File: src/sen_pkg.sv
// Constants for the state-enable register bank: address fields, privilege
// encodings, field positions, reset values and default implementation masks.
// Assumes the privilege logic encodes modes as below.
package sen_pkg;
  localparam int SEN_NUM_REGS = 4;
  localparam int SEN_REG_W = 64;
  localparam int SEN_ADDR_W = 6;
  // Register address fields: addr[5:4] level, addr[3] high half, addr[2] zero, addr[1:0] index
  localparam int SEN_LVL_MSB = 5;
  localparam int SEN_LVL_LSB = 4;
  localparam int SEN_HI_BIT = 3;
  localparam int SEN_PAD_BIT = 2;
  localparam int SEN_IDX_MSB = 1;
  localparam logic [1:0] SEN_LVL_M = 2'h0;
  localparam logic [1:0] SEN_LVL_H = 2'h1;
  localparam logic [1:0] SEN_LVL_S = 2'h2;
  // Privilege encodings
  localparam logic [1:0] SEN_PRIV_U = 2'h0;
  localparam logic [1:0] SEN_PRIV_S = 2'h1;
  localparam logic [1:0] SEN_PRIV_M = 2'h3;
  // Field positions
  localparam int SEN_GATE_BIT = 63;
  localparam int SEN_HALF_W = 32;
  // Reset value of every writable bit
  localparam logic [63:0] SEN_RESET_VAL = 64'h0;
  localparam logic [63:0] SEN_LOW_HALF = 64'h0000_0000_ffff_ffff;
  localparam logic [63:0] SEN_HIGH_HALF = 64'hffff_ffff_0000_0000;
  localparam logic [63:0] SEN_GATE_MASK = 64'h8000_0000_0000_0000;
  // Default implemented bits: index 0 gate, upper controls and three low enables
  localparam logic [3:0][63:0] SEN_IMPL_DFLT = {64'h8000_0000_0000_0000,
    64'h8000_0000_0000_0000, 64'h8000_0000_0000_0000, 64'hff00_0000_0000_0007};
  localparam logic [3:0][63:0] SEN_ZERO4 = {4{64'h0}};
endpackage : sen_pkg

File: src/sen_state_enable.sv
// State-enable register bank with access checks for governed state and for
// the bank's own registers.
// Assumes a single clock, synchronous request inputs and a privilege unit that
// turns the one-cycle fault pulses into the matching exceptions.
`timescale 1ns/100ps

module sen_state_enable
  import sen_pkg::*;
#(
  parameter int XLEN = 64,
  parameter bit HAS_S = 1'b1,
  parameter bit HAS_H = 1'b1,
  parameter logic [3:0][63:0] M_IMPL = SEN_IMPL_DFLT,
  parameter logic [3:0][63:0] M_RO1 = SEN_ZERO4,
  parameter logic [3:0][63:0] H_RO1 = SEN_ZERO4,
  parameter logic [3:0][63:0] S_RO1 = SEN_ZERO4,
  parameter logic [3:0][63:0] S_RO0 = SEN_ZERO4,
  parameter bit M_GATE_FIXED0 = 1'b0
)
(
  input wire logic clk,
  input wire logic nrst,
  input wire logic [SEN_ADDR_W-1:0] reg_addr,
  input wire logic [XLEN-1:0] reg_wdata,
  input wire logic reg_wr,
  input wire logic reg_rd,
  input wire logic [1:0] reg_priv,
  input wire logic reg_virt,
  output logic [XLEN-1:0] reg_rdata,
  output logic reg_illegal,
  output logic reg_virtual,
  input wire logic chk_valid,
  input wire logic [1:0] chk_idx,
  input wire logic [5:0] chk_bit,
  input wire logic [1:0] chk_priv,
  input wire logic chk_virt,
  output logic chk_done,
  output logic chk_allow,
  output logic chk_illegal,
  output logic chk_virtual
);

  // All state of the bank, registered as one word
  typedef struct packed {
    logic [3:0][63:0] m;
    logic [3:0][63:0] h;
    logic [3:0][63:0] s;
    logic [XLEN-1:0] rdata;
    logic reg_ill;
    logic reg_vi;
    logic chk_done;
    logic chk_allow;
    logic chk_ill;
    logic chk_vi;
  } sen_state_t;

  // Fixed-one machine bits must be implemented
  function automatic logic [3:0][63:0] m_ro1_f();
    logic [3:0][63:0] r;
    for (int i = 0; i < SEN_NUM_REGS; i++)
    begin
      r[i] = M_RO1[i] & M_IMPL[i] & ~SEN_GATE_MASK;
    end
    return r;
  endfunction : m_ro1_f

  // Supervisor bits: low half of machine bits minus encroaching ones
  function automatic logic [3:0][63:0] s_impl_f();
    logic [3:0][63:0] r;
    for (int i = 0; i < SEN_NUM_REGS; i++)
    begin
      r[i] = HAS_S ? (M_IMPL[i] & SEN_LOW_HALF & ~S_RO0[i]) : 64'h0;
    end
    return r;
  endfunction : s_impl_f

  localparam logic [3:0][63:0] M_RO1E = m_ro1_f();
  localparam logic [3:0][63:0] S_IMPL = s_impl_f();

  function automatic logic [3:0][63:0] m_wr_f();
    logic [3:0][63:0] r;
    for (int i = 0; i < SEN_NUM_REGS; i++)
    begin
      r[i] = M_IMPL[i] & ~M_RO1E[i] & ~SEN_GATE_MASK;
      if (!(M_GATE_FIXED0 && !HAS_H && S_IMPL[i] == 64'h0))
      begin
        r[i] = r[i] | SEN_GATE_MASK;
      end
    end
    return r;
  endfunction : m_wr_f

  function automatic logic [3:0][63:0] h_ro1_f();
    logic [3:0][63:0] r;
    for (int i = 0; i < SEN_NUM_REGS; i++)
    begin
      r[i] = HAS_H ? (H_RO1[i] & M_RO1E[i] & ~SEN_GATE_MASK) : 64'h0;
    end
    return r;
  endfunction : h_ro1_f

  // Writable and fixed-one masks of each level
  localparam logic [3:0][63:0] M_WR = m_wr_f();
  localparam logic [3:0][63:0] H_RO1E = h_ro1_f();

  function automatic logic [3:0][63:0] h_wr_f();
    logic [3:0][63:0] r;
    for (int i = 0; i < SEN_NUM_REGS; i++)
    begin
      r[i] = HAS_H ? ((M_IMPL[i] & ~H_RO1E[i]) | SEN_GATE_MASK) : 64'h0;
    end
    return r;
  endfunction : h_wr_f

  function automatic logic [3:0][63:0] s_ro1_f();
    logic [3:0][63:0] r;
    for (int i = 0; i < SEN_NUM_REGS; i++)
    begin
      r[i] = S_RO1[i] & S_IMPL[i] & M_RO1E[i] & (HAS_H ? H_RO1E[i] : 64'hffff_ffff_ffff_ffff);
    end
    return r;
  endfunction : s_ro1_f

  localparam logic [3:0][63:0] H_WR = h_wr_f();
  localparam logic [3:0][63:0] S_RO1E = s_ro1_f();

  function automatic logic [3:0][63:0] s_wr_f();
    logic [3:0][63:0] r;
    for (int i = 0; i < SEN_NUM_REGS; i++)
    begin
      r[i] = S_IMPL[i] & ~S_RO1E[i];
    end
    return r;
  endfunction : s_wr_f

  localparam logic [3:0][63:0] S_WR = s_wr_f();

  // Merge a write into a stored value, only the lanes and bits in wmask
  function automatic logic [63:0] merge_f(logic [63:0] old, logic [XLEN-1:0] wd,
                                          logic hi, logic [63:0] wmask);
    logic [63:0] wide;
    logic [63:0] lane;
    wide = 64'(wd);
    lane = 64'hffff_ffff_ffff_ffff;
    if (XLEN == SEN_HALF_W)
    begin
      wide = hi ? (wide << SEN_HALF_W) : wide;
      lane = hi ? SEN_HIGH_HALF : SEN_LOW_HALF;
    end
    return (old & ~(wmask & lane)) | (wide & wmask & lane);
  endfunction : merge_f

  // Effective value: stored writable bits, fixed ones, cut by the level above
  function automatic logic [63:0] eff_f(logic [63:0] stored, logic [63:0] wmask,
                                        logic [63:0] ro1, logic [63:0] above);
    return ((stored & wmask) | ro1) & above;
  endfunction : eff_f

  // Supervisor view: a guest also sees the hypervisor cut
  function automatic logic [63:0] sup_view_f(logic [3:0][63:0] s_all,
                                             logic [3:0][63:0] vs_all,
                                             logic [1:0] idx, logic virt);
    return virt ? vs_all[idx] : s_all[idx];
  endfunction : sup_view_f

  // High halves exist only on a 32-bit hart
  function automatic logic hi_ok_f(logic hi);
    return !hi || XLEN == SEN_HALF_W;
  endfunction : hi_ok_f

  // Register access permission: {illegal, virtual}
  function automatic logic [1:0] reg_perm_f(logic [1:0] lvl, logic [1:0] priv, logic virt,
                                            logic m_gate, logic h_gate);
    logic [1:0] r;
    r = 2'h0;
    if (priv != SEN_PRIV_M)
    begin
      case (lvl)
        SEN_LVL_M: r = 2'h2;
        SEN_LVL_H:
        begin
          if (virt)
            r = 2'h1;
          else if (priv == SEN_PRIV_U || !m_gate)
            r = 2'h2;
        end
        SEN_LVL_S:
        begin
          if (priv == SEN_PRIV_U)
            r = virt ? 2'h1 : 2'h2;
          else if (!m_gate)
            r = 2'h2;
          else if (virt && !h_gate)
            r = 2'h1;
        end
        default: r = 2'h2;
      endcase
    end
    return r;
  endfunction : reg_perm_f

  // Bits a write may change, given the level and the accessor's mode
  function automatic logic [63:0] wmask_f(logic [1:0] lvl, logic [1:0] idx, logic virt,
                                          logic [3:0][63:0] m_all, logic [3:0][63:0] h_all);
    logic [63:0] r;
    case (lvl)
      SEN_LVL_M: r = M_WR[idx];
      SEN_LVL_H: r = H_WR[idx] & m_all[idx];
      SEN_LVL_S: r = S_WR[idx] & (virt ? h_all[idx] | ~H_WR[idx] : m_all[idx]);
      default: r = 64'h0;
    endcase
    return r;
  endfunction : wmask_f

  sen_state_t q;
  sen_state_t d;
  logic [3:0][63:0] m_eff;
  logic [3:0][63:0] h_eff;
  logic [3:0][63:0] s_eff;
  logic [3:0][63:0] s_eff_vs;

  // Effective views of every level
  always_comb
  begin
    for (int i = 0; i < SEN_NUM_REGS; i++)
    begin
      m_eff[i] = eff_f(q.m[i], M_WR[i], M_RO1E[i], '1);
      h_eff[i] = eff_f(q.h[i], H_WR[i], H_RO1E[i], m_eff[i]);
      s_eff[i] = eff_f(q.s[i], S_WR[i], S_RO1E[i], m_eff[i]);
      s_eff_vs[i] = HAS_H ? (s_eff[i] & h_eff[i]) : s_eff[i];
    end
  end

  // Decoded register request
  logic [1:0] r_lvl;
  logic [1:0] r_idx;
  logic r_hi;
  logic r_mapped;
  logic [1:0] r_perm;
  logic [63:0] r_val;
  logic [63:0] c_m;
  logic [63:0] c_h;
  logic [63:0] c_s;
  logic [63:0] w_mask;

  // Address decode, permission and read selection
  always_comb
  begin
    r_lvl = reg_addr[SEN_LVL_MSB:SEN_LVL_LSB];
    r_idx = reg_addr[SEN_IDX_MSB:0];
    r_hi = reg_addr[SEN_HI_BIT];
    r_mapped = !reg_addr[SEN_PAD_BIT];
    case (r_lvl)
      SEN_LVL_M: r_mapped = r_mapped && hi_ok_f(r_hi);
      SEN_LVL_H: r_mapped = r_mapped && HAS_H && hi_ok_f(r_hi);
      SEN_LVL_S: r_mapped = r_mapped && HAS_S && !r_hi;
      default: r_mapped = 1'b0;
    endcase
    r_perm = r_mapped ? reg_perm_f(r_lvl, reg_priv, reg_virt,
                                   m_eff[r_idx][SEN_GATE_BIT], h_eff[r_idx][SEN_GATE_BIT])
                      : 2'h2;
    case (r_lvl)
      SEN_LVL_M: r_val = m_eff[r_idx];
      SEN_LVL_H: r_val = h_eff[r_idx];
      SEN_LVL_S: r_val = sup_view_f(s_eff, s_eff_vs, r_idx, reg_virt);
      default: r_val = 64'h0;
    endcase
    w_mask = wmask_f(r_lvl, r_idx, reg_virt, m_eff, h_eff);
    c_m = m_eff[chk_idx];
    c_h = h_eff[chk_idx];
    c_s = sup_view_f(s_eff, s_eff_vs, chk_idx, chk_virt);
  end

  // Next state
  always_comb
  begin
    d = q;
    d.rdata = '0;
    d.reg_ill = 1'b0;
    d.reg_vi = 1'b0;
    d.chk_done = chk_valid;
    d.chk_allow = 1'b0;
    d.chk_ill = 1'b0;
    d.chk_vi = 1'b0;
    if (reg_rd || reg_wr)
    begin
      d.reg_ill = r_perm[1];
      d.reg_vi = r_perm[0];
    end
    if (reg_rd && r_perm == 2'h0)
    begin
      if (XLEN == SEN_HALF_W && r_hi)
        d.rdata = XLEN'(r_val[63:SEN_HALF_W]);
      else
        d.rdata = XLEN'(r_val);
    end
    if (reg_wr && r_perm == 2'h0)
    begin
      case (r_lvl)
        SEN_LVL_M: d.m[r_idx] = merge_f(q.m[r_idx], reg_wdata, r_hi, w_mask);
        SEN_LVL_H: d.h[r_idx] = merge_f(q.h[r_idx], reg_wdata, r_hi, w_mask);
        SEN_LVL_S: d.s[r_idx] = merge_f(q.s[r_idx], reg_wdata, r_hi, w_mask);
        default: d.m = q.m;
      endcase
    end
    if (chk_valid)
    begin
      if (chk_priv == SEN_PRIV_M)
        d.chk_allow = 1'b1;
      else if (!c_m[chk_bit])
        d.chk_ill = 1'b1;
      else if (chk_virt && HAS_H && !c_h[chk_bit])
        d.chk_vi = 1'b1;
      else if (chk_priv == SEN_PRIV_U && !c_s[chk_bit])
        d.chk_ill = 1'b1;
      else
        d.chk_allow = 1'b1;
    end
  end

  // State register
  always_ff @(posedge clk or negedge nrst)
  begin
    if (!nrst)
    begin
      q.m <= {SEN_NUM_REGS{SEN_RESET_VAL}};
      q.h <= {SEN_NUM_REGS{SEN_RESET_VAL}};
      q.s <= {SEN_NUM_REGS{SEN_RESET_VAL}};
      q.rdata <= '0;
      q.reg_ill <= 1'b0;
      q.reg_vi <= 1'b0;
      q.chk_done <= 1'b0;
      q.chk_allow <= 1'b0;
      q.chk_ill <= 1'b0;
      q.chk_vi <= 1'b0;
    end
    else
    begin
      q <= d;
    end
  end

  // Outputs straight from the state
  assign reg_rdata = q.rdata;
  assign reg_illegal = q.reg_ill;
  assign reg_virtual = q.reg_vi;
  assign chk_done = q.chk_done;
  assign chk_allow = q.chk_allow;
  assign chk_illegal = q.chk_ill;
  assign chk_virtual = q.chk_vi;

endmodule : sen_state_enable

File: config.mk
export PLATFORM = sky130hd
export DESIGN_NAME = sen_state_enable
export DESIGN_NICKNAME = d
export VERILOG_FILES = /design/src/sen_pkg.sv /design/src/sen_state_enable.sv
export SDC_FILE = /design/constraint.sdc
export NUM_CORES = 1
export LEC_CHECK = 0
export BUFFER_PORTS_ARGS = -buffer_cell sky130_fd_sc_hd__buf_2
export CAP_MARGIN = 20
export CORE_MARGIN = 3
export CORE_UTILIZATION = 48
export DETAILED_ROUTE_END_ITERATION = 8
export GPL_ROUTABILITY_DRIVEN = 1
export MAX_ROUTING_LAYER = met4
export PLACE_DENSITY = 0.88
export SYNTH_ARGS = -nofsm -noshare
export SYNTH_HDL_FRONTEND = slang
export SYNTH_SLANG_ARGS = --single-unit
File: constraint.sdc
create_clock -name clk -period 2.1 [get_ports clk]
set_input_delay 0.21 -clock clk [delete_from_list [all_inputs] [get_ports clk]]
set_output_delay 0.21 -clock clk [all_outputs]
set_load 0.005 [all_outputs]
; Word-level counts from Yosys, hierarchy flattened
; Index checks and enable logic that the tools add are counted.
[classes]
magnitude_cmp = 4
n_eq_ne = 4
muxes = 64
bitwise = 18
n_reduce_logical = 23
[ops]
columns = op, count
row1 = 64-bit binary-select mux with 2-bit select, 13
row2 = 64-bit 2-to-1 mux, 18
row3 = 256-bit bitwise mux, 3
row4 = 64-bit AND, 11
row5 = 64-bit case mux with 3 select lines, 2
row6 = 64-bit OR, 4
row7 = 64-bit demux with 2-bit select, 1
row8 = 64-bit inverter, 2
row9 = 3-bit by 64-bit AND with 64-bit output, 1
row10 = 2-bit 2-to-1 mux, 10
row11 = 1-bit binary-select mux with 6-bit select, 3
row12 = 1-bit 2-to-1 mux, 12
row13 = 2-bit zero test, 4
row14 = 1-bit logical AND, 7
row15 = "6-bit by 7-bit < comparator with 1-bit output, second input constant", 1
row16 = 1-bit zero test, 6
row17 = "2-bit by 3-bit < comparator with 1-bit output, second input constant", 2
row18 = 2-bit AND reduction, 3
row19 = "2-bit equality test, second input constant", 2
row20 = 2-bit case mux with 2 select lines, 1
row21 = 3-bit 2-to-1 mux, 1
row22 = 3-bit OR reduction, 1
row23 = "2-bit by 1-bit equality test with 1-bit output, second input constant", 1
row24 = "2-bit by 1-bit >= comparator with 1-bit output, second input constant", 1
row25 = 2 further kinds, 3
[totals]
regBits = 838
input_bits = 89
output_inout_bits = 70
word_cells = 132

; Depth between registers and ports, before layout
; Gate-level depths: netlist of run 1.
[depth]
depth_word = 14
mapped_depth = 10
mapped_depth_nobuf = 8

; Least setup slack after synthesis of run 1
; Ideal clock, no wire load.
[synth_timing]
path_kind = reg2reg
from = register q, in the netlist m_eff[255]
to = register q, in the netlist reg_rdata[56]
setup_time_ns = 0.080
t_arrival_ns = 2.002
required_time_ns = 2.020
setup_slack_ns = 0.018
stages_incl_launch_ff = 8
n_path_buf = 1
period_less_slack_ns = 2.082
path_cell_list = dfrtp_1 nand2_1 mux4_2 a211oi_2 o21ai_2 or4_1 buf_6 nor3b_2
[synth_rtl]
columns = element, line_no
row1 = from (decl), sen_state_enable.sv:215  ; sen_state_t q;

==> results of run 1 <==
==> flip-flops by register name (all words and copies together), names as in the netlist <==
signal       cells
chk_allow        1
chk_illegal      1
chk_virtual      1
q               86
m_eff           14
reg_illegal      1
reg_virtual      1
chk_done         1
reg_rdata       11
==> cells in the mapped netlist, types with 2 or more instances <==
cell type	count
and2_1	2
or3_1	2
dfrtp_1	117
buf_2	2
nand2b_1	4
o31ai_1	2
o211ai_1	2
inv_1	6
nor2_1	31
nor3b_2	9
a22o_1	2
nand3_1	8
nand2_1	26
buf_4	65
o21ai_0	19
nor2b_1	6
mux2_2	14
clkbuf_1	84
mux2i_1	21
ha_1	4
a21boi_0	3
a21oi_1	37
o2111ai_1	3
buf_6	2
nand3b_1	2
nor3_1	7
mux4_2	28
o21ai_2	2
nor4_1	4
buf_1	3
nand4_1	5
==> critical path: cells and delay by family (launching register included) <==
family	cells	cell delay [ns]
multiplexers	1	0.54
buffers and inverters	1	0.18
AND/OR/NAND/NOR	3	0.72
AO/OA/AOI/OAI	2	0.36
flip-flops	1	0.40
==> power by group through the flow <==
stage / clock (uW) / combinational [uW] / sequential [uW]
6_report: 2610 / 467 / 2340
3_5_place_dp: 0 / 427 / 2370
4_1_cts: 2660 / 454 / 2330
2_1_floorplan: 0 / 301 / 2360
5_1_grt: 2780 / 512 / 2340
3_3_place_gp: 0 / 407 / 2360
==> area by class of cell <==
cell class | count | area (sq um)
multi-input cells | 313 | 2522
fillers | 915 | 5197
diodes | 1 | 2.502
clock inverters | 4 | 20.02
repair buffers | 97 | 683.2
flip-flops and latches | 117 | 2928
inverters | 6 | 22.52
clock buffers | 25 | 525.5
well taps | 168 | 210.2
==> worst paths after layout <==
check | endpoint | depth (start not counted) | start | slack (ns)
worst max register to register | reg_rdata[58] | 7 | m_eff[255] | -0.20
worst min register to register | q[455] | 0 | q[455] | 0.37
worst min-delay path | reg_illegal | 3 | reg_rd | 0.06
worst max-delay path | reg_rdata[58] | 7 | m_eff[255] | -0.20
max in group asynchronous | q[510] | 3 | nrst | 1.09
min in group asynchronous | q[772] | 2 | nrst | 0.34
==> stage by stage <==
stage               setup TNS (ns)  hold WS [ns]  setup slack, ns
CTS                         -2.694       0.04775          -0.1744
global route                -6.317       0.06439          -0.2729
detailed placement          -5.150        0.2312          -0.2604
floorplan                        0      -0.08559          0.01839
global placement            -2.330        0.2214          -0.1800
finish                      -3.165       0.05573          -0.1996
==> kinds of logic after synthesis <==
logic type | count (synthesis) | synth area share [%]
buffers and inverters | 162 | 14.54
other | 1 | 0.06269
multiplexers | 64 | 17.13
AND/OR/NAND/NOR | 111 | 10.06
AO/OA/AOI/OAI | 81 | 8.429
flip-flops | 117 | 48.94
adder cells (fa/ha/maj) | 4 | 0.8367
==> timing repair <==
item / CTS / global route
gates cloned: 0 / 2
buffers inserted: 4 / 0
setup endpoints to repair: 27 / 45
pin swaps: 5 / 1
hold buffers: 2 / 0
hold endpoints to repair: 40 / 0
gates resized for setup: 28 / 16
==> routing by layer <==
layer  vias up  part of all wire [%]  track usage, %
li1       1746                     -               -
met1      1900                    38           23.17
met2       223                    49           33.31
met3        53                   7.7           4.998
met4         0                   4.8           12.82
met5         -                     0               -
==> summary.txt, run 1 <==
row cnt - 40
drt pass-1 iters - 5
Mapped Area - 5982 sq um
Pint - 4174 uW
TritonCTS buffer count - 17
Synth Register Bits - 117
Worst-Margin Slew - 0.5583 ns
initial core utilization - 49.39%
routed wire length per instance - 18.39 um
Seq pwr share - 43.1%
CP Class - flop to flop
Clock Path Buffers - 2
peak supply drop - 0.0006097 V
status - finished, violations left
largest net degree at the start of global routing - 53
FFs w/ async S/R, synth - 100.0%
Hold Violations, Final - 0
Pwr Total - 5418 uW
worst min-delay path category - input port to flop
commonest non-fill, non-tap cell in the layout - dfrtp_1
crit path max fanout - 9
design area - 6914 sq um
H-tree lvl count - 4
failing checks - negative setup slack
# setup viols final - 37
Clock Pin Slew Worst Setup and Hold Paths - 0.05 ns
Netlist cell types - 49
Synth top area share - 48.94%
most frequent cells in the layout - dfrtp_1 (117), conb_1 (53), buf_2 (51)
CP Capture Type - flop
clock sinks - 117
Layout area overhead - 15.58%
Via density - 5.365
Most used DFF post-synth - dfrtp_1
Die Area - 13840 sq um
Final Skew - 0.007171 ns
DRT Wirelength - 13.45 mm
period utilization - 109.5%
drc violations - 0
Leakage - 0.003286 uW
layout cells sized above 1 - 34.88%
Clk Latency, worst-skew pair - 0.41 ns
nets - 645
first-pass GRT wire length - 21.54 mm
ANT nets after route - 0
final worst path period need - 2.300 ns
Max-Cap Viols - 0
Clock Tree Root - clkbuf_16
final non-filler cell total - 731
Ports - 159
initial antenna violation count - 0
clock share of power - 48.3%
CP arrival - 2.62 ns
# placed instances - 693
Max Clk Rate - 0.4349 GHz
Critical Path RT - 2.42 ns
CTS tree - done
sw frac - 22.96%
drt initial violations - 338
Global Route Usage Sum - 20.63%
Synth warnings - 0
die width - 117.6 um
Synth Area per Inst - 11.08 sq um
largest area contributor in the netlist - dfrtp_1
Comb power frac - 8.6%
Psw - 1244 uW
Core Util, Final - 57.09%
Crit-path slowest cell - mux4_2
Detail Placement HPWL - 9.166 mm
EDFF count, synth - 0
Core Area - 12110 sq um
fin. max-slew vios - 0
gr ovfl total - 0
routability cong. - 0.8663
Max stage delay on crit path - 0.54 ns
Slew HR - 62.78%
final setup margin - -0.1996 ns
vias in the first global route - 4232
cells along the critical path - nand2_1, mux4_2, a211oi_4, o21ai_2, or4_4, buf_12, nor3b_4
die height - 117.6 um
Synth area leaders - dfrtp_1 (49%), mux4_2 (11%), buf_4 (8.2%), clkbuf_1 (5.3%), mux2i_1 (3.5%)
Synth Instances - 540
pwr/cell area - 783.6 nW/um^2
Seq/Total Area, Yosys - 48.94%
Vias - 3922
CP Launch Type - flop
I/O Buffers - 52
area of placed instances - 6131 sq um
RSZ-0062 raised after global routing - true
(Power assumes the default switching activity.)
==> run 2: changes to the inputs <==
--- a/config.mk
+++ b/config.mk
@@ -11,6 +11,7 @@
 export CORE_UTILIZATION = 48
 export DETAILED_ROUTE_END_ITERATION = 8
 export GPL_ROUTABILITY_DRIVEN = 1
+export GPL_TIMING_DRIVEN = 0
 export MAX_ROUTING_LAYER = met4
 export PLACE_DENSITY = 0.88
 export SYNTH_ARGS = -nofsm -noshare
==> summary.txt, run 2 (synthesis gave the netlist of run 1 again) <==
wire length on met2 - 7.415 mm
initial core utilization - 49.39%
peak supply drop - 0.0004642 V
Die Area - 13840 sq um
CTS tree - done
I/O Buffers - 49
drc violations - 0
Vias - 4520
routability cong. - 0.9022
Core Area - 12110 sq um
Multi-input gate area - 2534 sq um
Ports - 159
Clock Pin Slew Worst Setup and Hold Paths - 0.06 ns
Detail Placement HPWL - 9.583 mm
ANT nets after route - 0
# setup viols final - 33
vias in the first global route - 4746
RSZ-0062 raised after global routing - true
Max stage delay on crit path - 0.54 ns
first-pass GRT wire length - 24.50 mm
Fill cells - 893
status - finished, violations left
CP Class - flop to flop
TritonCTS buffer count - 17
final worst path period need - 2.367 ns
Clock Tree Root - clkbuf_16
hold slack - 0.05263 ns
Layout area overhead - 26.92%
clock share of power - 51.2%
routed wire length per instance - 17.72 um
Via density - 5.293
Core Util, Final - 62.69%
Comb power frac - 8.9%
drt initial violations - 375
crit path max fanout - 9
Top reg by flops - q
period utilization - 112.7%
Pwr Total - 5840 uW
Final Skew - 0.01086 ns
Critical Path RT - 2.42 ns
Hold Violations, Final - 0
setup tns final - -5.477 ns
pwr/cell area - 769.3 nW/um^2
DRT Wirelength - 15.14 mm
Psw - 1424 uW
commonest non-fill, non-tap cell in the layout - dfrtp_1
layout cells sized above 1 - 33.97%
clock sinks - 117
Global Route Usage Sum - 23.36%
failing checks - negative setup slack
Metal-1 WL - 5.748 mm
Worst-Margin Slew - 0.8681 ns
nets - 766
Seq pwr share - 39.9%
worst path bufs/invs - 1
Pint - 4416 uW
row cnt - 40
CP delay by family, top - simple AND/OR/NAND/NOR gates
Max Clk Rate - 0.4224 GHz
Slew HR - 42.13%
gr ovfl total - 0
final non-filler cell total - 854
highest routed layer - met4
wire length on met3 - 1.348 mm
# diodes - 0
fin. max-slew vios - 0
Max-Cap Viols - 0
die width - 117.6 um
Sequential cell area - 2928 sq um
Crit-path slowest cell - mux4_2
CP Capture Type - flop
most frequent cells in the layout - dfrtp_1 (117), clkbuf_1 (80), buf_4 (71)
max reg flops - 86
cells along the critical path - nand2_2, mux4_2, a211oi_4, o21ai_4, or4_4, buf_12, nor3b_2
sw frac - 24.39%
final setup margin - -0.2672 ns
drt pass-1 iters - 5
H-tree lvl count - 4
# placed instances - 810
initial antenna violation count - 0
worst min-delay path category - input port to flop
Leakage - 0.003657 uW
CP arrival - 2.69 ns
CP Launch Type - flop
largest net degree at the start of global routing - 73
Clk Latency, worst-skew pair - 0.42 ns
die height - 117.6 um
Clock Path Buffers - 2
[run 2: cell count changes in the layout (fill, tap and decap cells not counted), sizes merged]
| cell | previous run | this run |
|---|---|---|
| buf | 95 | 134 |
| bufinv | 0 | 3 |
| diode | 1 | 0 |
| clkbuf | 25 | 100 |
| inv | 6 | 7 |
| clkinv | 4 | 6 |
| clkinvlp | 0 | 4 |
[run 2: path summary, 6_finish.rpt]
| kind | cells after the start | startpoint | end | slack (ns) |
|---|---|---|---|---|
| min in group asynchronous | 2 | nrst | q[836] | 0.34 |
| worst min register to register | 1 | q[513] | q[513] | 0.45 |
| worst max register to register | 7 | m_eff[255] | reg_rdata[61] | -0.27 |
| worst min-delay path | 3 | reg_rd | reg_virtual | 0.05 |
| worst max-delay path | 7 | m_eff[255] | reg_rdata[61] | -0.27 |
| max in group asynchronous | 3 | nrst | q[710] | 1.00 |
[run 2: repair_timing]
action / in CTS / in global routing
hold endpoints to repair: 46 / 0
buffers inserted: 10 / 2
hold buffers: 2 / 0
endpoints found under the setup margin: 36 / 43
cloned: 0 / 1
pin swaps: 8 / 9
gates resized for setup: 35 / 19
[run 2: metal layers]
| layer | vias to the layer above | track usage (%) |
|---|---|---|
| met3 | 62 | 7.160 |
| li1 | 1987 | - |
| met4 | 0 | 12.82 |
| met5 | - | - |
| met1 | 2166 | 27.26 |
| met2 | 305 | 36.33 |
[run 2: area by class of cell]
cell class	count	share of cell area (%)
Timing Repair Buffer	62	5.076
Clock buffer	18	5.784
Tap cell	168	2.769
Inverter	6	0.2966
Multi-Input combinational cell	313	33.37
Clock inverter	14	2.340
Sequential cell	117	38.56
Buffer	156	11.80
[run 2: stage by stage]
step                setup WS (ns)  cell area (sq um)
floorplan                 0.01839               6177
global placement          -0.4878               6633
detailed placement        -0.4290               6663
CTS                       -0.2000               7527
global route              -0.3360               7592
finish                    -0.2672               7592
[run 2: power groups by stage]
stage               clock, uW  sequential (uW)  combinational [uW]
finish                   2990             2330                 518
global route             3100             2340                 568
CTS                      2990             2330                 500
floorplan                   0             2360                 301
detailed placement          0             2370                 462
global placement            0             2370                 445
[run 2: worst reg2reg max path, cell delays in order (launching register included)]
cell and delay (ns):
dfrtp_1 0.42, nand2_2 0.07, mux4_2 0.54, a211oi_4 0.33
o21ai_4 0.08, or4_4 0.44, buf_12 0.17, nor3b_2 0.22
==> run 3: changes to the inputs <==
--- a/config.mk
+++ b/config.mk
@@ -7,6 +7,7 @@
 export LEC_CHECK = 0
 export BUFFER_PORTS_ARGS = -buffer_cell sky130_fd_sc_hd__buf_2
 export CAP_MARGIN = 20
+export CORE_ASPECT_RATIO = 0.6
 export CORE_MARGIN = 3
 export CORE_UTILIZATION = 48
 export DETAILED_ROUTE_END_ITERATION = 8
==> summary.txt, run 3 (synthesis gave the netlist of run 1 again) <==
worst path bufs/invs - 1
Final Skew - 0.008443 ns
crit path max fanout - 5
final setup margin - -0.3344 ns
Hold Violations, Final - 0
Psw - 1440 uW
initial core utilization - 51.08%
die height - 92.47 um
Crit-path slowest cell - mux4_2
Core Util, Final - 66.35%
routed wire length per instance - 18.69 um
Comb power frac - 9.2%
hold depth - 3
RSZ-0062 raised after global routing - true
max reg flops - 86
worst min-delay path category - input port to flop
Worst R2R Path Depth - 7
CP arrival - 2.74 ns
Detail Placement HPWL - 10.43 mm
Layout area overhead - 29.89%
status - finished, violations left
most frequent cells in the layout - dfrtp_1 (116), clkbuf_1 (80), buf_4 (78)
drc violations - 0
Clock Path Buffers - 2
RR Endpoint - reg_rdata[0]
H-tree lvl count - 4
gr ovfl total - 0
ANT nets after route - 0
Max-Cap Viols - 0
Slew HR - 37.91%
# setup viols final - 41
first-pass GRT wire length - 23.40 mm
drt initial violations - 409
Pwr Total - 5911 uW
Seq pwr share - 39.6%
layout cells sized above 1 - 37.84%
routability cong. - 0.9645
Critical Path RT - 2.41 ns
Max stage delay on crit path - 0.53 ns
I/O Buffers - 49
CP endpoint - reg_rdata[0]
Vias - 4565
vias in the first global route - 4442
CP Launch Type - flop
setup tns final - -7.907 ns
failing checks - negative setup slack
CTS tree - done
row cnt - 30
Via density - 5.339
Global Route Usage Sum - 23.16%
Die Area - 13880 sq um
CP Capture Type - flop
pwr/cell area - 760.7 nW/um^2
Leakage - 0.003720 uW
Clock Pin Slew Worst Setup and Hold Paths - 0.06 ns
Max Clk Rate - 0.4108 GHz
Worst-Margin Slew - 0.9314 ns
Worst Setup SP - m_eff[191]
final worst path period need - 2.434 ns
DP Worst Slack - -0.5245 ns
sw frac - 24.36%
CP Class - flop to flop
Hold Startpoint - reg_rd
Ports - 159
Clock Tree Root - clkbuf_16
commonest non-fill, non-tap cell in the layout - dfrtp_1
die width - 150.1 um
number of stages on the worst setup path - 7
DRT Wirelength - 15.98 mm
nets - 775
Pint - 4471 uW
Core Area - 11710 sq um
fin. max-slew vios - 0
Clk Latency, worst-skew pair - 0.42 ns
Top reg by flops - q
peak supply drop - 0.0006394 V
R2R setup slack - -0.33 ns
clock share of power - 51.2%
Reg-to-Reg Start - m_eff[191]
drt pass-1 iters - 5
# diodes - 0
period utilization - 115.9%
initial antenna violation count - 0
CP delay by family, top - simple AND/OR/NAND/NOR gates
clock sinks - 117
largest net degree at the start of global routing - 70
TritonCTS buffer count - 17
cells along the critical path - nand2_2, mux4_2, a211oi_4, o21ai_2, or4_4, buf_12, nor3b_4
-- run 3: changes by cell type in the layout (fill, tap and decap cells not counted), moves of 3 or more --
cell / before / now
o21ai_2: 2 / 6
nand2_1: 25 / 15
nor3b_2: 3 / 6
o21ai_1: 0 / 8
nor2_2: 0 / 3
buf_4: 71 / 78
nor3b_4: 6 / 3
o21ai_0: 18 / 6
nand2_2: 1 / 9
nor2_1: 31 / 27
-- run 3: routing by layer --
| metal | track usage (%) | routed length, um |
|---|---|---|
| met1 | 28.87 | 6416 |
| met2 | 34.71 | 7641 |
| met3 | 8.166 | 1555 |
| met4 | 9.665 | 369 |
| met5 | - | 0 |
-- run 3: through the flow --
step,hold WS [ns],instances,cell area [sq um]
after floorplan,-0.08559,592,6177
after global placement,0.3741,801,6623
after detailed placement,0.2665,802,6653
after CTS,0.06269,842,7468
after global routing,0.06838,855,7770
final,0.06717,855,7770
-- run 3: power by group through the flow --
stage	sequential, uW	clock (uW)	combinational (uW)
after floorplan	2360	0	301
after global placement	2370	0	443
after detailed placement	2370	0	464
after CTS	2330	3050	493
after global routing	2340	3170	590
final	2340	3030	542
-- run 3: layout make-up --
class                           instances  area, sq um
Clock inverter                         13        172.7
Multi-Input combinational cell        313         2604
Buffer                                156        897.1
Clock buffer                           19        452.9
Tap cell                              160        200.2
Sequential cell                       117         2929
Inverter                                6        22.52
Fill cell                             891         3941
Timing Repair Buffer                   71        491.7
-- run 3: what timing repair did --
item                                    4_1_cts  5_1_grt
endpoints found under the setup margin       36       40
gates cloned                                  0        2
hold buffers                                  2        0
hold endpoints to repair                     49        0
pin swaps                                     5       13
gates resized for setup                      28       60
buffers inserted                              6       11
-- run 3: how the worst min path moves through the flow --
stage / end / slack (ns)
after CTS: reg_illegal / 0.06
final: reg_virtual / 0.07
after global routing: reg_illegal / 0.07
after detailed placement: reg_illegal / 0.27
after global placement: chk_done / 0.37
after floorplan: chk_allow / -0.09
-- run 3: worst reg2reg max path, delay by kind of cell, from the launching register on --
kind | cells | cell delay, ns
AND/OR/NAND/NOR | 3 | 0.81
multiplexers | 1 | 0.53
flip-flops | 1 | 0.44
AO/OA/AOI/OAI | 2 | 0.36
buffers and inverters | 1 | 0.18
